`src/oc_timer_pkg.sv`:
```
package oc_timer_pkg;

  // ==========================================================
  // Register offsets (word addresses on the plain port)
  localparam logic [3:0] count_register_addr = 4'h0;
  localparam logic [3:0] compare_zero_addr = 4'h1;
  localparam logic [3:0] compare_one_addr = 4'h2;
  localparam logic [3:0] control_zero_addr = 4'h3;
  localparam logic [3:0] control_one_addr = 4'h4;
  localparam logic [3:0] output_control_addr = 4'h5;
  localparam logic [3:0] pin_route_addr = 4'h6;
  localparam logic [3:0] irq_status_addr = 4'h7;
  localparam logic [3:0] irq_mask_addr = 4'h8;
  localparam logic [3:0] port_data_addr = 4'h9;

  // ==========================================================
  // Field positions
  localparam int run_bit_pos = 0;
  localparam int clk_sel_lsb = 1;
  localparam int cap_edge_lsb = 3;
  localparam int stop_hold_pos = 5;
  localparam int stop_level_pos = 6;
  localparam int capture_mode_pos = 7;
  localparam int clear_sel_pos = 0;
  localparam int match0_lsb = 4;
  localparam int match1_lsb = 6;
  localparam int invert_lsb = 6;
  localparam int irq_cmp0_pos = 0;
  localparam int irq_cmp1_pos = 1;
  localparam int irq_ovf_pos = 2;
  localparam int irq_cap_pos = 3;

  // ==========================================================
  // Reset values
  localparam logic [15:0] count_reset = 16'h0000;
  localparam logic [15:0] compare_reset = 16'hFFFF;
  localparam logic [7:0] ctrl_reset = 8'h00;
  localparam logic [3:0] irq_reset = 4'h0;

  // ==========================================================
  // Prescaler divide counts for f8 and f32
  localparam logic [4:0] div8_last = 5'h07;
  localparam logic [4:0] div32_last = 5'h1F;

  typedef enum logic [1:0] {
    act_keep,
    act_low,
    act_high,
    act_toggle
  } match_action_t;

  typedef struct packed {
    logic [3:0] addr;
    logic [15:0] wdata;
    logic wr;
    logic rd;
  } reg_req_t;

endpackage

```
`src/output_compare_timer.sv`:
```
// The implementer's own choices: the address-and-strobe port and the register addresses.
`timescale 1ns/10ps
// What this block does
// - Stopping the run bit clears the count
// - Clear on compare one match if selected
// - Reads return count and compare values
// - Writes to the count register are ignored
// - Six pin enables choose output pins
// - Per-match field sets high, low, toggle, keep
// - One invert bit per three-pin group
// - All pins share one compare waveform
// - Port data zero forces fixed pin level
// - Stopped pins hold or show stop level
// - Stopped: compare writes take effect at once
// - Free running: compare reload on overflow
// - Clear mode: compare reload at compare one
// - Capture edge interrupts even while stopped
// - Pin select routes fifth output to one of two pins
// - Separate compare0, compare1, overflow interrupts
// - Run bit starts and stops counting
module output_compare_timer #(
  parameter int width = 16
) (
  // Clock and reset
  input wire logic clk,
  input wire logic srst,
  // Register port
  input wire oc_timer_pkg::reg_req_t req,
  output logic [15:0] rdata,
  // Capture input pin
  input wire logic capture_pin,
  // Compare output pins
  output logic [5:0] pin_out,
  output logic [5:0] pin_oe_n,
  output logic second_group_pin_b_alt,
  output logic second_group_pin_b_alt_oe_n,
  // Interrupt
  output logic irq
);

  // ==========================================================
  // Registers
  logic [width-1:0] count_reg;
  logic [width-1:0] cmp0_active_reg, cmp1_active_reg;
  logic [width-1:0] cmp0_buf_reg, cmp1_buf_reg;
  logic [7:0] ctrl0_reg, ctrl1_reg, out_ctrl_reg;
  logic [5:0] port_data_reg;
  logic alt_pin_select_reg;
  logic [3:0] irq_status_reg, irq_mask_reg;
  logic compare_out_reg;
  logic [5:0] pin_level_reg;
  logic [4:0] div_reg;
  logic tick_reg;
  logic cap_s1_reg, cap_s2_reg, cap_prev_reg;

  logic run, clear_sel, stop_hold, stop_level;
  logic match0, match1, overflow, cap_event;
  logic [1:0] clk_sel, cap_edge;
  logic [5:0] wave;

  assign run = ctrl0_reg[oc_timer_pkg::run_bit_pos];
  assign clk_sel = ctrl0_reg[oc_timer_pkg::clk_sel_lsb +: 2];
  assign cap_edge = ctrl0_reg[oc_timer_pkg::cap_edge_lsb +: 2];
  assign stop_hold = ctrl0_reg[oc_timer_pkg::stop_hold_pos];
  assign stop_level = ctrl0_reg[oc_timer_pkg::stop_level_pos];
  assign clear_sel = ctrl1_reg[oc_timer_pkg::clear_sel_pos];

  function automatic logic wr_to(input oc_timer_pkg::reg_req_t r, input logic [3:0] a);
    return r.wr && (r.addr == a);
  endfunction

  function automatic logic apply_action(input logic cur, input logic [1:0] act);
    unique case (oc_timer_pkg::match_action_t'(act))
      oc_timer_pkg::act_keep: apply_action = cur;
      oc_timer_pkg::act_low: apply_action = 1'b0;
      oc_timer_pkg::act_high: apply_action = 1'b1;
      oc_timer_pkg::act_toggle: apply_action = ~cur;
    endcase
  endfunction

  // ==========================================================
  // Count source prescaler: f1, f8 or f32 as a one-cycle enable
  always_ff @(posedge clk) begin
    if (srst || !run) begin
      div_reg <= 5'h00;
      tick_reg <= 1'b0;
    end else begin
      unique case (clk_sel)
        2'h1: begin
          tick_reg <= (div_reg == oc_timer_pkg::div8_last);
          div_reg <= (div_reg == oc_timer_pkg::div8_last) ? 5'h00 : div_reg + 5'h01;
        end
        2'h2: begin
          tick_reg <= (div_reg == oc_timer_pkg::div32_last);
          div_reg <= div_reg + 5'h01;
        end
        default: begin
          tick_reg <= 1'b1;
          div_reg <= 5'h00;
        end
      endcase
    end
  end

  // Match and overflow only count in the tick cycle
  assign match0 = run && tick_reg && (count_reg == cmp0_active_reg);
  assign match1 = run && tick_reg && (count_reg == cmp1_active_reg);
  assign overflow = run && tick_reg && !(clear_sel && match1) && (&count_reg);

  // ==========================================================
  // Counter
  always_ff @(posedge clk) begin
    if (srst) begin
      count_reg <= oc_timer_pkg::count_reset;
    end else if (!run) begin
      count_reg <= oc_timer_pkg::count_reset;
    end else if (tick_reg) begin
      if (clear_sel && match1) begin
        count_reg <= oc_timer_pkg::count_reset;
      end else begin
        count_reg <= count_reg + 16'h0001;
      end
    end
    // No write path to the count register
  end

  // ==========================================================
  // Compare buffers and active values
  always_ff @(posedge clk) begin
    if (srst) begin
      cmp0_buf_reg <= oc_timer_pkg::compare_reset;
      cmp1_buf_reg <= oc_timer_pkg::compare_reset;
      cmp0_active_reg <= oc_timer_pkg::compare_reset;
      cmp1_active_reg <= oc_timer_pkg::compare_reset;
    end else begin
      if (wr_to(req, oc_timer_pkg::compare_zero_addr)) begin
        cmp0_buf_reg <= req.wdata;
      end
      if (wr_to(req, oc_timer_pkg::compare_one_addr)) begin
        cmp1_buf_reg <= req.wdata;
      end
      if (!run) begin
        // Stopped: the write goes straight through
        if (wr_to(req, oc_timer_pkg::compare_zero_addr)) begin
          cmp0_active_reg <= req.wdata;
        end else begin
          cmp0_active_reg <= cmp0_buf_reg;
        end
        if (wr_to(req, oc_timer_pkg::compare_one_addr)) begin
          cmp1_active_reg <= req.wdata;
        end else begin
          cmp1_active_reg <= cmp1_buf_reg;
        end
      end else if ((!clear_sel && overflow) || (clear_sel && match1)) begin
        cmp0_active_reg <= cmp0_buf_reg;
        cmp1_active_reg <= cmp1_buf_reg;
      end
    end
  end

  // ==========================================================
  // Control registers; writes are whole words
  always_ff @(posedge clk) begin
    if (srst) begin
      ctrl0_reg <= oc_timer_pkg::ctrl_reset;
      ctrl1_reg <= oc_timer_pkg::ctrl_reset;
      out_ctrl_reg <= oc_timer_pkg::ctrl_reset;
      port_data_reg <= 6'h3F;
      alt_pin_select_reg <= 1'b0;
      irq_mask_reg <= oc_timer_pkg::irq_reset;
    end else begin
      if (wr_to(req, oc_timer_pkg::control_zero_addr)) begin
        ctrl0_reg <= req.wdata[7:0];
      end
      if (wr_to(req, oc_timer_pkg::control_one_addr)) begin
        ctrl1_reg <= req.wdata[7:0];
      end
      if (wr_to(req, oc_timer_pkg::output_control_addr)) begin
        out_ctrl_reg <= req.wdata[7:0];
      end
      if (wr_to(req, oc_timer_pkg::port_data_addr)) begin
        port_data_reg <= req.wdata[5:0];
      end
      if (wr_to(req, oc_timer_pkg::pin_route_addr)) begin
        alt_pin_select_reg <= req.wdata[0];
      end
      if (wr_to(req, oc_timer_pkg::irq_mask_addr)) begin
        irq_mask_reg <= req.wdata[3:0];
      end
    end
  end

  // ==========================================================
  // Capture input: two-stage sync, then edge detect
  always_ff @(posedge clk) begin
    if (srst) begin
      cap_s1_reg <= 1'b0;
      cap_s2_reg <= 1'b0;
      cap_prev_reg <= 1'b0;
    end else begin
      cap_s1_reg <= capture_pin;
      cap_s2_reg <= cap_s1_reg;
      cap_prev_reg <= cap_s2_reg;
    end
  end

  // Edge select: 0 rising, 1 falling, 2 or 3 both; independent of run
  assign cap_event = ctrl0_reg[oc_timer_pkg::capture_mode_pos] &&
    ((cap_edge == 2'h0) ? (cap_s2_reg && !cap_prev_reg) :
     (cap_edge == 2'h1) ? (!cap_s2_reg && cap_prev_reg) :
     (cap_s2_reg != cap_prev_reg));

  // ==========================================================
  // Interrupt status: set wins over write-one-to-clear
  always_ff @(posedge clk) begin
    if (srst) begin
      irq_status_reg <= oc_timer_pkg::irq_reset;
      irq <= 1'b0;
    end else begin
      irq_status_reg <= (irq_status_reg &
        ~(wr_to(req, oc_timer_pkg::irq_status_addr) ? req.wdata[3:0] : 4'h0)) |
        {cap_event, overflow, match1, match0};
      irq <= |((irq_status_reg | {cap_event, overflow, match1, match0}) & irq_mask_reg);
    end
  end

  // ==========================================================
  // Internal compare waveform
  always_ff @(posedge clk) begin
    if (srst) begin
      compare_out_reg <= 1'b0;
    end else if (match0 || match1) begin
      // Compare 1 action applied last, to the compare 0 result, when both match together
      compare_out_reg <= apply_action(
        match0 ? apply_action(compare_out_reg, ctrl1_reg[oc_timer_pkg::match0_lsb +: 2])
               : compare_out_reg,
        match1 ? ctrl1_reg[oc_timer_pkg::match1_lsb +: 2] : 2'h0);
    end
  end

  // Pins follow the waveform one cycle after it changes, in both groups
  always_comb begin
    for (int i = 0; i < 6; i++) begin
      if (port_data_reg[i]) begin
        wave[i] = compare_out_reg ^ out_ctrl_reg[oc_timer_pkg::invert_lsb + i / 3];
      end else begin
        wave[i] = out_ctrl_reg[oc_timer_pkg::invert_lsb + i / 3];
      end
    end
  end

  // ==========================================================
  // Pin levels and enables
  always_ff @(posedge clk) begin
    if (srst) begin
      pin_level_reg <= 6'h00;
      pin_out <= 6'h00;
      pin_oe_n <= 6'h3F;
      second_group_pin_b_alt <= 1'b0;
      second_group_pin_b_alt_oe_n <= 1'b1;
    end else begin
      if (run) begin
        pin_level_reg <= wave;
      end else if (stop_hold) begin
        pin_level_reg <= {6{stop_level}};
      end
      pin_out <= run ? wave : (stop_hold ? {6{stop_level}} : pin_level_reg);
      pin_oe_n <= ~out_ctrl_reg[5:0];
      // Fifth output goes to the main or the alternative pin
      pin_oe_n[4] <= ~(out_ctrl_reg[4] && !alt_pin_select_reg);
      second_group_pin_b_alt <= run ? wave[4] : (stop_hold ? stop_level : pin_level_reg[4]);
      second_group_pin_b_alt_oe_n <= ~(out_ctrl_reg[4] && alt_pin_select_reg);
    end
  end

  // ==========================================================
  // Read data, one cycle after the strobe; zero otherwise
  always_ff @(posedge clk) begin
    if (srst || !req.rd) begin
      rdata <= 16'h0000;
    end else begin
      unique case (req.addr)
        oc_timer_pkg::count_register_addr: rdata <= count_reg;
        oc_timer_pkg::compare_zero_addr: rdata <= cmp0_active_reg;
        oc_timer_pkg::compare_one_addr: rdata <= cmp1_active_reg;
        oc_timer_pkg::control_zero_addr: rdata <= {8'h00, ctrl0_reg};
        oc_timer_pkg::control_one_addr: rdata <= {8'h00, ctrl1_reg};
        oc_timer_pkg::output_control_addr: rdata <= {8'h00, out_ctrl_reg};
        oc_timer_pkg::pin_route_addr: rdata <= {15'h0000, alt_pin_select_reg};
        oc_timer_pkg::irq_status_addr: rdata <= {12'h000, irq_status_reg};
        oc_timer_pkg::irq_mask_addr: rdata <= {12'h000, irq_mask_reg};
        oc_timer_pkg::port_data_addr: rdata <= {10'h000, port_data_reg};
        default: rdata <= 16'h0000;
      endcase
    end
  end

endmodule // output_compare_timer

```
`config.mk`:
```
export PLATFORM = sky130hd
export DESIGN_NAME = output_compare_timer
export DESIGN_NICKNAME = d
export VERILOG_FILES = /design/src/oc_timer_pkg.sv /design/src/output_compare_timer.sv
export SDC_FILE = /design/constraint.sdc
export NUM_CORES = 1
export LEC_CHECK = 0
export BUFFER_PORTS_ARGS = -buffer_cell sky130_fd_sc_hd__buf_2
export CORE_AREA = 2 2 113 115
export CTS_BUF_LIST = sky130_fd_sc_hd__clkbuf_8
export DETAILED_ROUTE_END_ITERATION = 16
export DIE_AREA = 0 0 115 117
export PLACE_DENSITY = 0.81
export REMOVE_ABC_BUFFERS = 1
export SLEW_MARGIN = 0
export SYNTH_ARGS = -nofsm -noshare
export SYNTH_HDL_FRONTEND = slang
export SYNTH_SLANG_ARGS = --single-unit
```
`constraint.sdc`:
```
create_clock -name clk -period 3.4 [get_ports clk]
set_input_delay 0.85 -clock clk [delete_from_list [all_inputs] [get_ports clk]]
set_output_delay 0.85 -clock clk [all_outputs]
set_load 0.01 [all_outputs]
```
==> results.sh <==
export IMPL_grt_use_met1=0.4187
export IMPL_worst_setup_skew_after_layout_ns=0.01491
export IMPL_cts_root_buffer_type="sky130_fd_sc_hd__clkbuf_8"
export IMPL_cp_data_required_time_ns=3.74
export IMPL_placementRows=41
export IMPL_wl_mm=19.64
export IMPL_setup_worst_path_class="input port to register"
export IMPL_r2r_worst_path_cells=8
export IMPL_min_cycle_time_layout_ns=2.393
export IMPL_antenna_found_initial=0
export IMPL_drv_max_cap_violation_count=0
export IMPL_cts_resized_gates=0
export IMPL_dp_worst_setup_slack_ns=0.5661
export IMPL_synth_largest_area_cell="sky130_fd_sc_hd__dfxtp_1"
export IMPL_grtUsageMet2=0.4478
export IMPL_placed_cells=1044
export IMPL_cpLargestDelayFamily="simple AND/OR/NAND/NOR gates"
export IMPL_grt_first_pass_wirelength_mm=30.73
export IMPL_synth_seq_cells=160
export IMPL_setup_worst_path_end_class="register"
export IMPL_timing_final_setup_violations=0
export IMPL_fmax_mhz=417.9
export IMPL_worst_slack_ns=1.007
export IMPL_starting_density_of_the_core=0.6092
export IMPL_cts_inserted_buffers=17
export IMPL_avgSynthCellArea_um2=8.362
export IMPL_post_synth_top_count_cell="sky130_fd_sc_hd__dfxtp_1"
export IMPL_count_of_inserted_antenna_diode_cells=0
export IMPL_firstDrtPassIters=6
export IMPL_drtAntennaViolNets=0
export IMPL_io_buffers=55
export IMPL_grt_pass1_vias=5742
export IMPL_final_layout_size_suffix_gt1_frac=0.1361
export IMPL_post_cts_buffers=0
export IMPL_groute_layer_met3_usage=0.07209
export IMPL_dominantRegCellSynth="sky130_fd_sc_hd__dfxtp_1"
export IMPL_main_combinational_cell_family_by_area_after_synthesis="simple AND/OR/NAND/NOR gates"
export IMPL_setup_repair_after_global_routing_missed_its_margin="false"
export IMPL_synthTopCellsByCount="sky130_fd_sc_hd__dfxtp_1, sky130_fd_sc_hd__nand2_1, sky130_fd_sc_hd__nor2_1, sky130_fd_sc_hd__and3_1, sky130_fd_sc_hd__clkbuf_1"
export IMPL_ys_warn_count=0
export IMPL_final_net_count=945
export IMPL_hold_depth=1
export IMPL_crit_chain="buf_2 > nor2b_1 > nand2_1 > nor2_2 > mux2i_1 > nor2_1"
export IMPL_critPathSlowestCell="sky130_fd_sc_hd__nor2_2"
export IMPL_synth_fa_ha_area_frac=0.01168
export IMPL_pwr_cell_area_mw_per_mm2=456.2
export IMPL_drtIter0Drc=698
export IMPL_postCtsHoldBufs=0
export IMPL_timing_final_max_slew_violations=0
export IMPL_final_cell_count_no_fill=1076
export IMPL_grtUsageTotal=0.2986
export IMPL_hold_path_class="register to register"
export IMPL_report_final_hold_viol_count=0
export IMPL_synth_compound_area_share=0.1308
export IMPL_die_x_um=115
export IMPL_ports_placed_on_the_boundary=56
export IMPL_crit_cells=6
export IMPL_result_of_the_run="completed"
export IMPL_synth_top_area_frac=0.4270
export IMPL_muxShareOfSynthArea=0.04070
export IMPL_cp_data_arrival_time_ns=2.73
export IMPL_number_of_clock_sinks=160
export IMPL_clk_path_buf_depth=2
export IMPL_core_area_mm2=0.01231
export IMPL_clock_tree_htree_level_count=4
export IMPL_die_area_mm2=0.01346
export IMPL_synthSimpleGateAreaFrac=0.2782
export IMPL_slowest_delay_ns=0.55
export IMPL_synth_cells=897
export IMPL_tns_ns=0
export IMPL_clkTransAtPathRegs_ns=0.09
export IMPL_globalRoute_totalOverflow=0
export IMPL_synth_enable_flop_cells=0
export IMPL_grt_start_max_net_pins=85
export IMPL_clkLatencyLatePin_ns=0.48
export IMPL_area_growth_synth_to_final_pct=9.775
export IMPL_routed_via_density=6.019
export IMPL_post_synth_xor_area_fraction=0.06405
export IMPL_peakVddDrop_v=0.0002705
export IMPL_detailed_place_hpwl_mm=13.28
export IMPL_ys_async_sr_fraction=0
export IMPL_detail_route_wl_per_cell_um=18.25
export IMPL_post_synth_num_cell_types=54
export IMPL_netlist_top_cells_area="sky130_fd_sc_hd__dfxtp_1, sky130_fd_sc_hd__nand2_1, sky130_fd_sc_hd__nor2_1, sky130_fd_sc_hd__and3_1, sky130_fd_sc_hd__xnor2_1"
export IMPL_slew_headroom=0.4721
export IMPL_static_leak_nw=3.467
export IMPL_start_kind="input port"
export IMPL_grt_busiest_layer="met2"
export IMPL_area_of_the_mapped_netlist_mm2=0.007501
export IMPL_fill_cell_total_of_the_finished_layout=1050
export IMPL_cts_tree="done"
export IMPL_path_max_fanout=17
export IMPL_synth_seq_area_share=0.4270
export IMPL_die_h_um=117
export IMPL_num_vias=6476
export IMPL_gpl_congestion=0.9593
export IMPL_fin_crit_sh=0.7038
export IMPL_drc=0
export IMPL_timing_worst_slew_pin_value_ns=0.7918
export IMPL_cp_buffers_inverters=1
[cell type report]
type                    instances  area, um2  area share
well taps                     150      187.7     0.02279
inverters                       7      26.28    0.003191
clock buffers                  21      289.0     0.03510
multi-input cells             657       3948      0.4794
repair buffers                 70      402.9     0.04893
flip-flops and latches        160       3203      0.3890
clock inverters                11      177.7     0.02158
[metrics by stage]
stage / area [um2] / hold slack [ns] / utilization / power (mW)
floorplan: 7171 / 0.3785 / - / 2.070
global placement: 7767 / 0.4042 / 0.6309 / 2.186
detailed placement: 7767 / 0.4139 / 0.6309 / 2.189
CTS: 8234 / 0.4245 / 0.6688 / 3.759
global route: 8234 / 0.4615 / 0.6688 / 3.872
finish: 8234 / 0.4271 / 0.6688 / 3.757
[placed cells by master, fill, tap and decap left out, types with 4 or more instances in the layout]
master                      count
sky130_fd_sc_hd__a211o_1       22
sky130_fd_sc_hd__buf_4         15
sky130_fd_sc_hd__nor3_2         4
sky130_fd_sc_hd__nand3b_1      18
sky130_fd_sc_hd__inv_1          7
sky130_fd_sc_hd__buf_2         54
sky130_fd_sc_hd__and2_1         4
sky130_fd_sc_hd__o21bai_1      32
sky130_fd_sc_hd__mux2_2         4
sky130_fd_sc_hd__dfxtp_1      160
sky130_fd_sc_hd__ha_1           7
sky130_fd_sc_hd__o21ai_0        7
sky130_fd_sc_hd__nand2_1      145
sky130_fd_sc_hd__xnor2_1       33
sky130_fd_sc_hd__xor2_1        20
sky130_fd_sc_hd__a22o_1         4
sky130_fd_sc_hd__bufinv_16      4
sky130_fd_sc_hd__nor2_1       105
sky130_fd_sc_hd__clkbuf_8      21
sky130_fd_sc_hd__nor3_1         6
sky130_fd_sc_hd__a21oi_1       38
sky130_fd_sc_hd__a22oi_1        4
sky130_fd_sc_hd__a222oi_1      13
sky130_fd_sc_hd__a31oi_1        5
sky130_fd_sc_hd__mux2i_1       26
sky130_fd_sc_hd__nand3_1       29
sky130_fd_sc_hd__nor2b_1       14
sky130_fd_sc_hd__nand4_1       11
sky130_fd_sc_hd__nand2b_1      18
sky130_fd_sc_hd__and3_1        52
[path summary, 6_finish.rpt]
kind / from / endpoint / slack (ns)
max: req[20] / out_ctrl_reg[4] / 1.01
min: out_ctrl_reg[2] / pin_oe_n[2] / 0.43
max reg2reg: count_reg[0] / cmp1_active_reg[14] / 1.02
min reg2reg: out_ctrl_reg[2] / pin_oe_n[2] / 0.43
[worst reg2reg max path, stage by stage, from the launching register on]
cell and delay (ns):
sky130_fd_sc_hd__dfxtp_1 0.56, sky130_fd_sc_hd__xnor2_1 0.20, sky130_fd_sc_hd__nand4_1 0.14, sky130_fd_sc_hd__nor3_2 0.43
sky130_fd_sc_hd__nand3_2 0.23, sky130_fd_sc_hd__nand3_2 0.15, sky130_fd_sc_hd__buf_12 0.24, sky130_fd_sc_hd__and3_1 0.28
sky130_fd_sc_hd__o21bai_1 0.06
[metal layers]
metal	vias to the layer above	wire, um
met1	3016	8585
met2	315	8757
li1	3093	-
met3	52	1811
met4	0	484
met5	-	0
[power breakdown]
part	internal (mW)	switching (mW)
Combinational	0.0854	0.142
Clock	0.884	0.721
Sequential	1.90	0.0248
[kinds of logic (layout without fill, tap and decap cells)]
| logic type | Yosys count | after routing |
|---|---|---|
| xor gates and xnor gates | 54 | 54 |
| muxes | 30 | 30 |
| buffers and inverters | 80 | 109 |
| DFF | 160 | 160 |
| AOI/OAI and AO/OA | 138 | 138 |
| and+or+nand+nor | 428 | 428 |
| adders and majority gates | 7 | 7 |
Power figures use the tool's default switching activity.
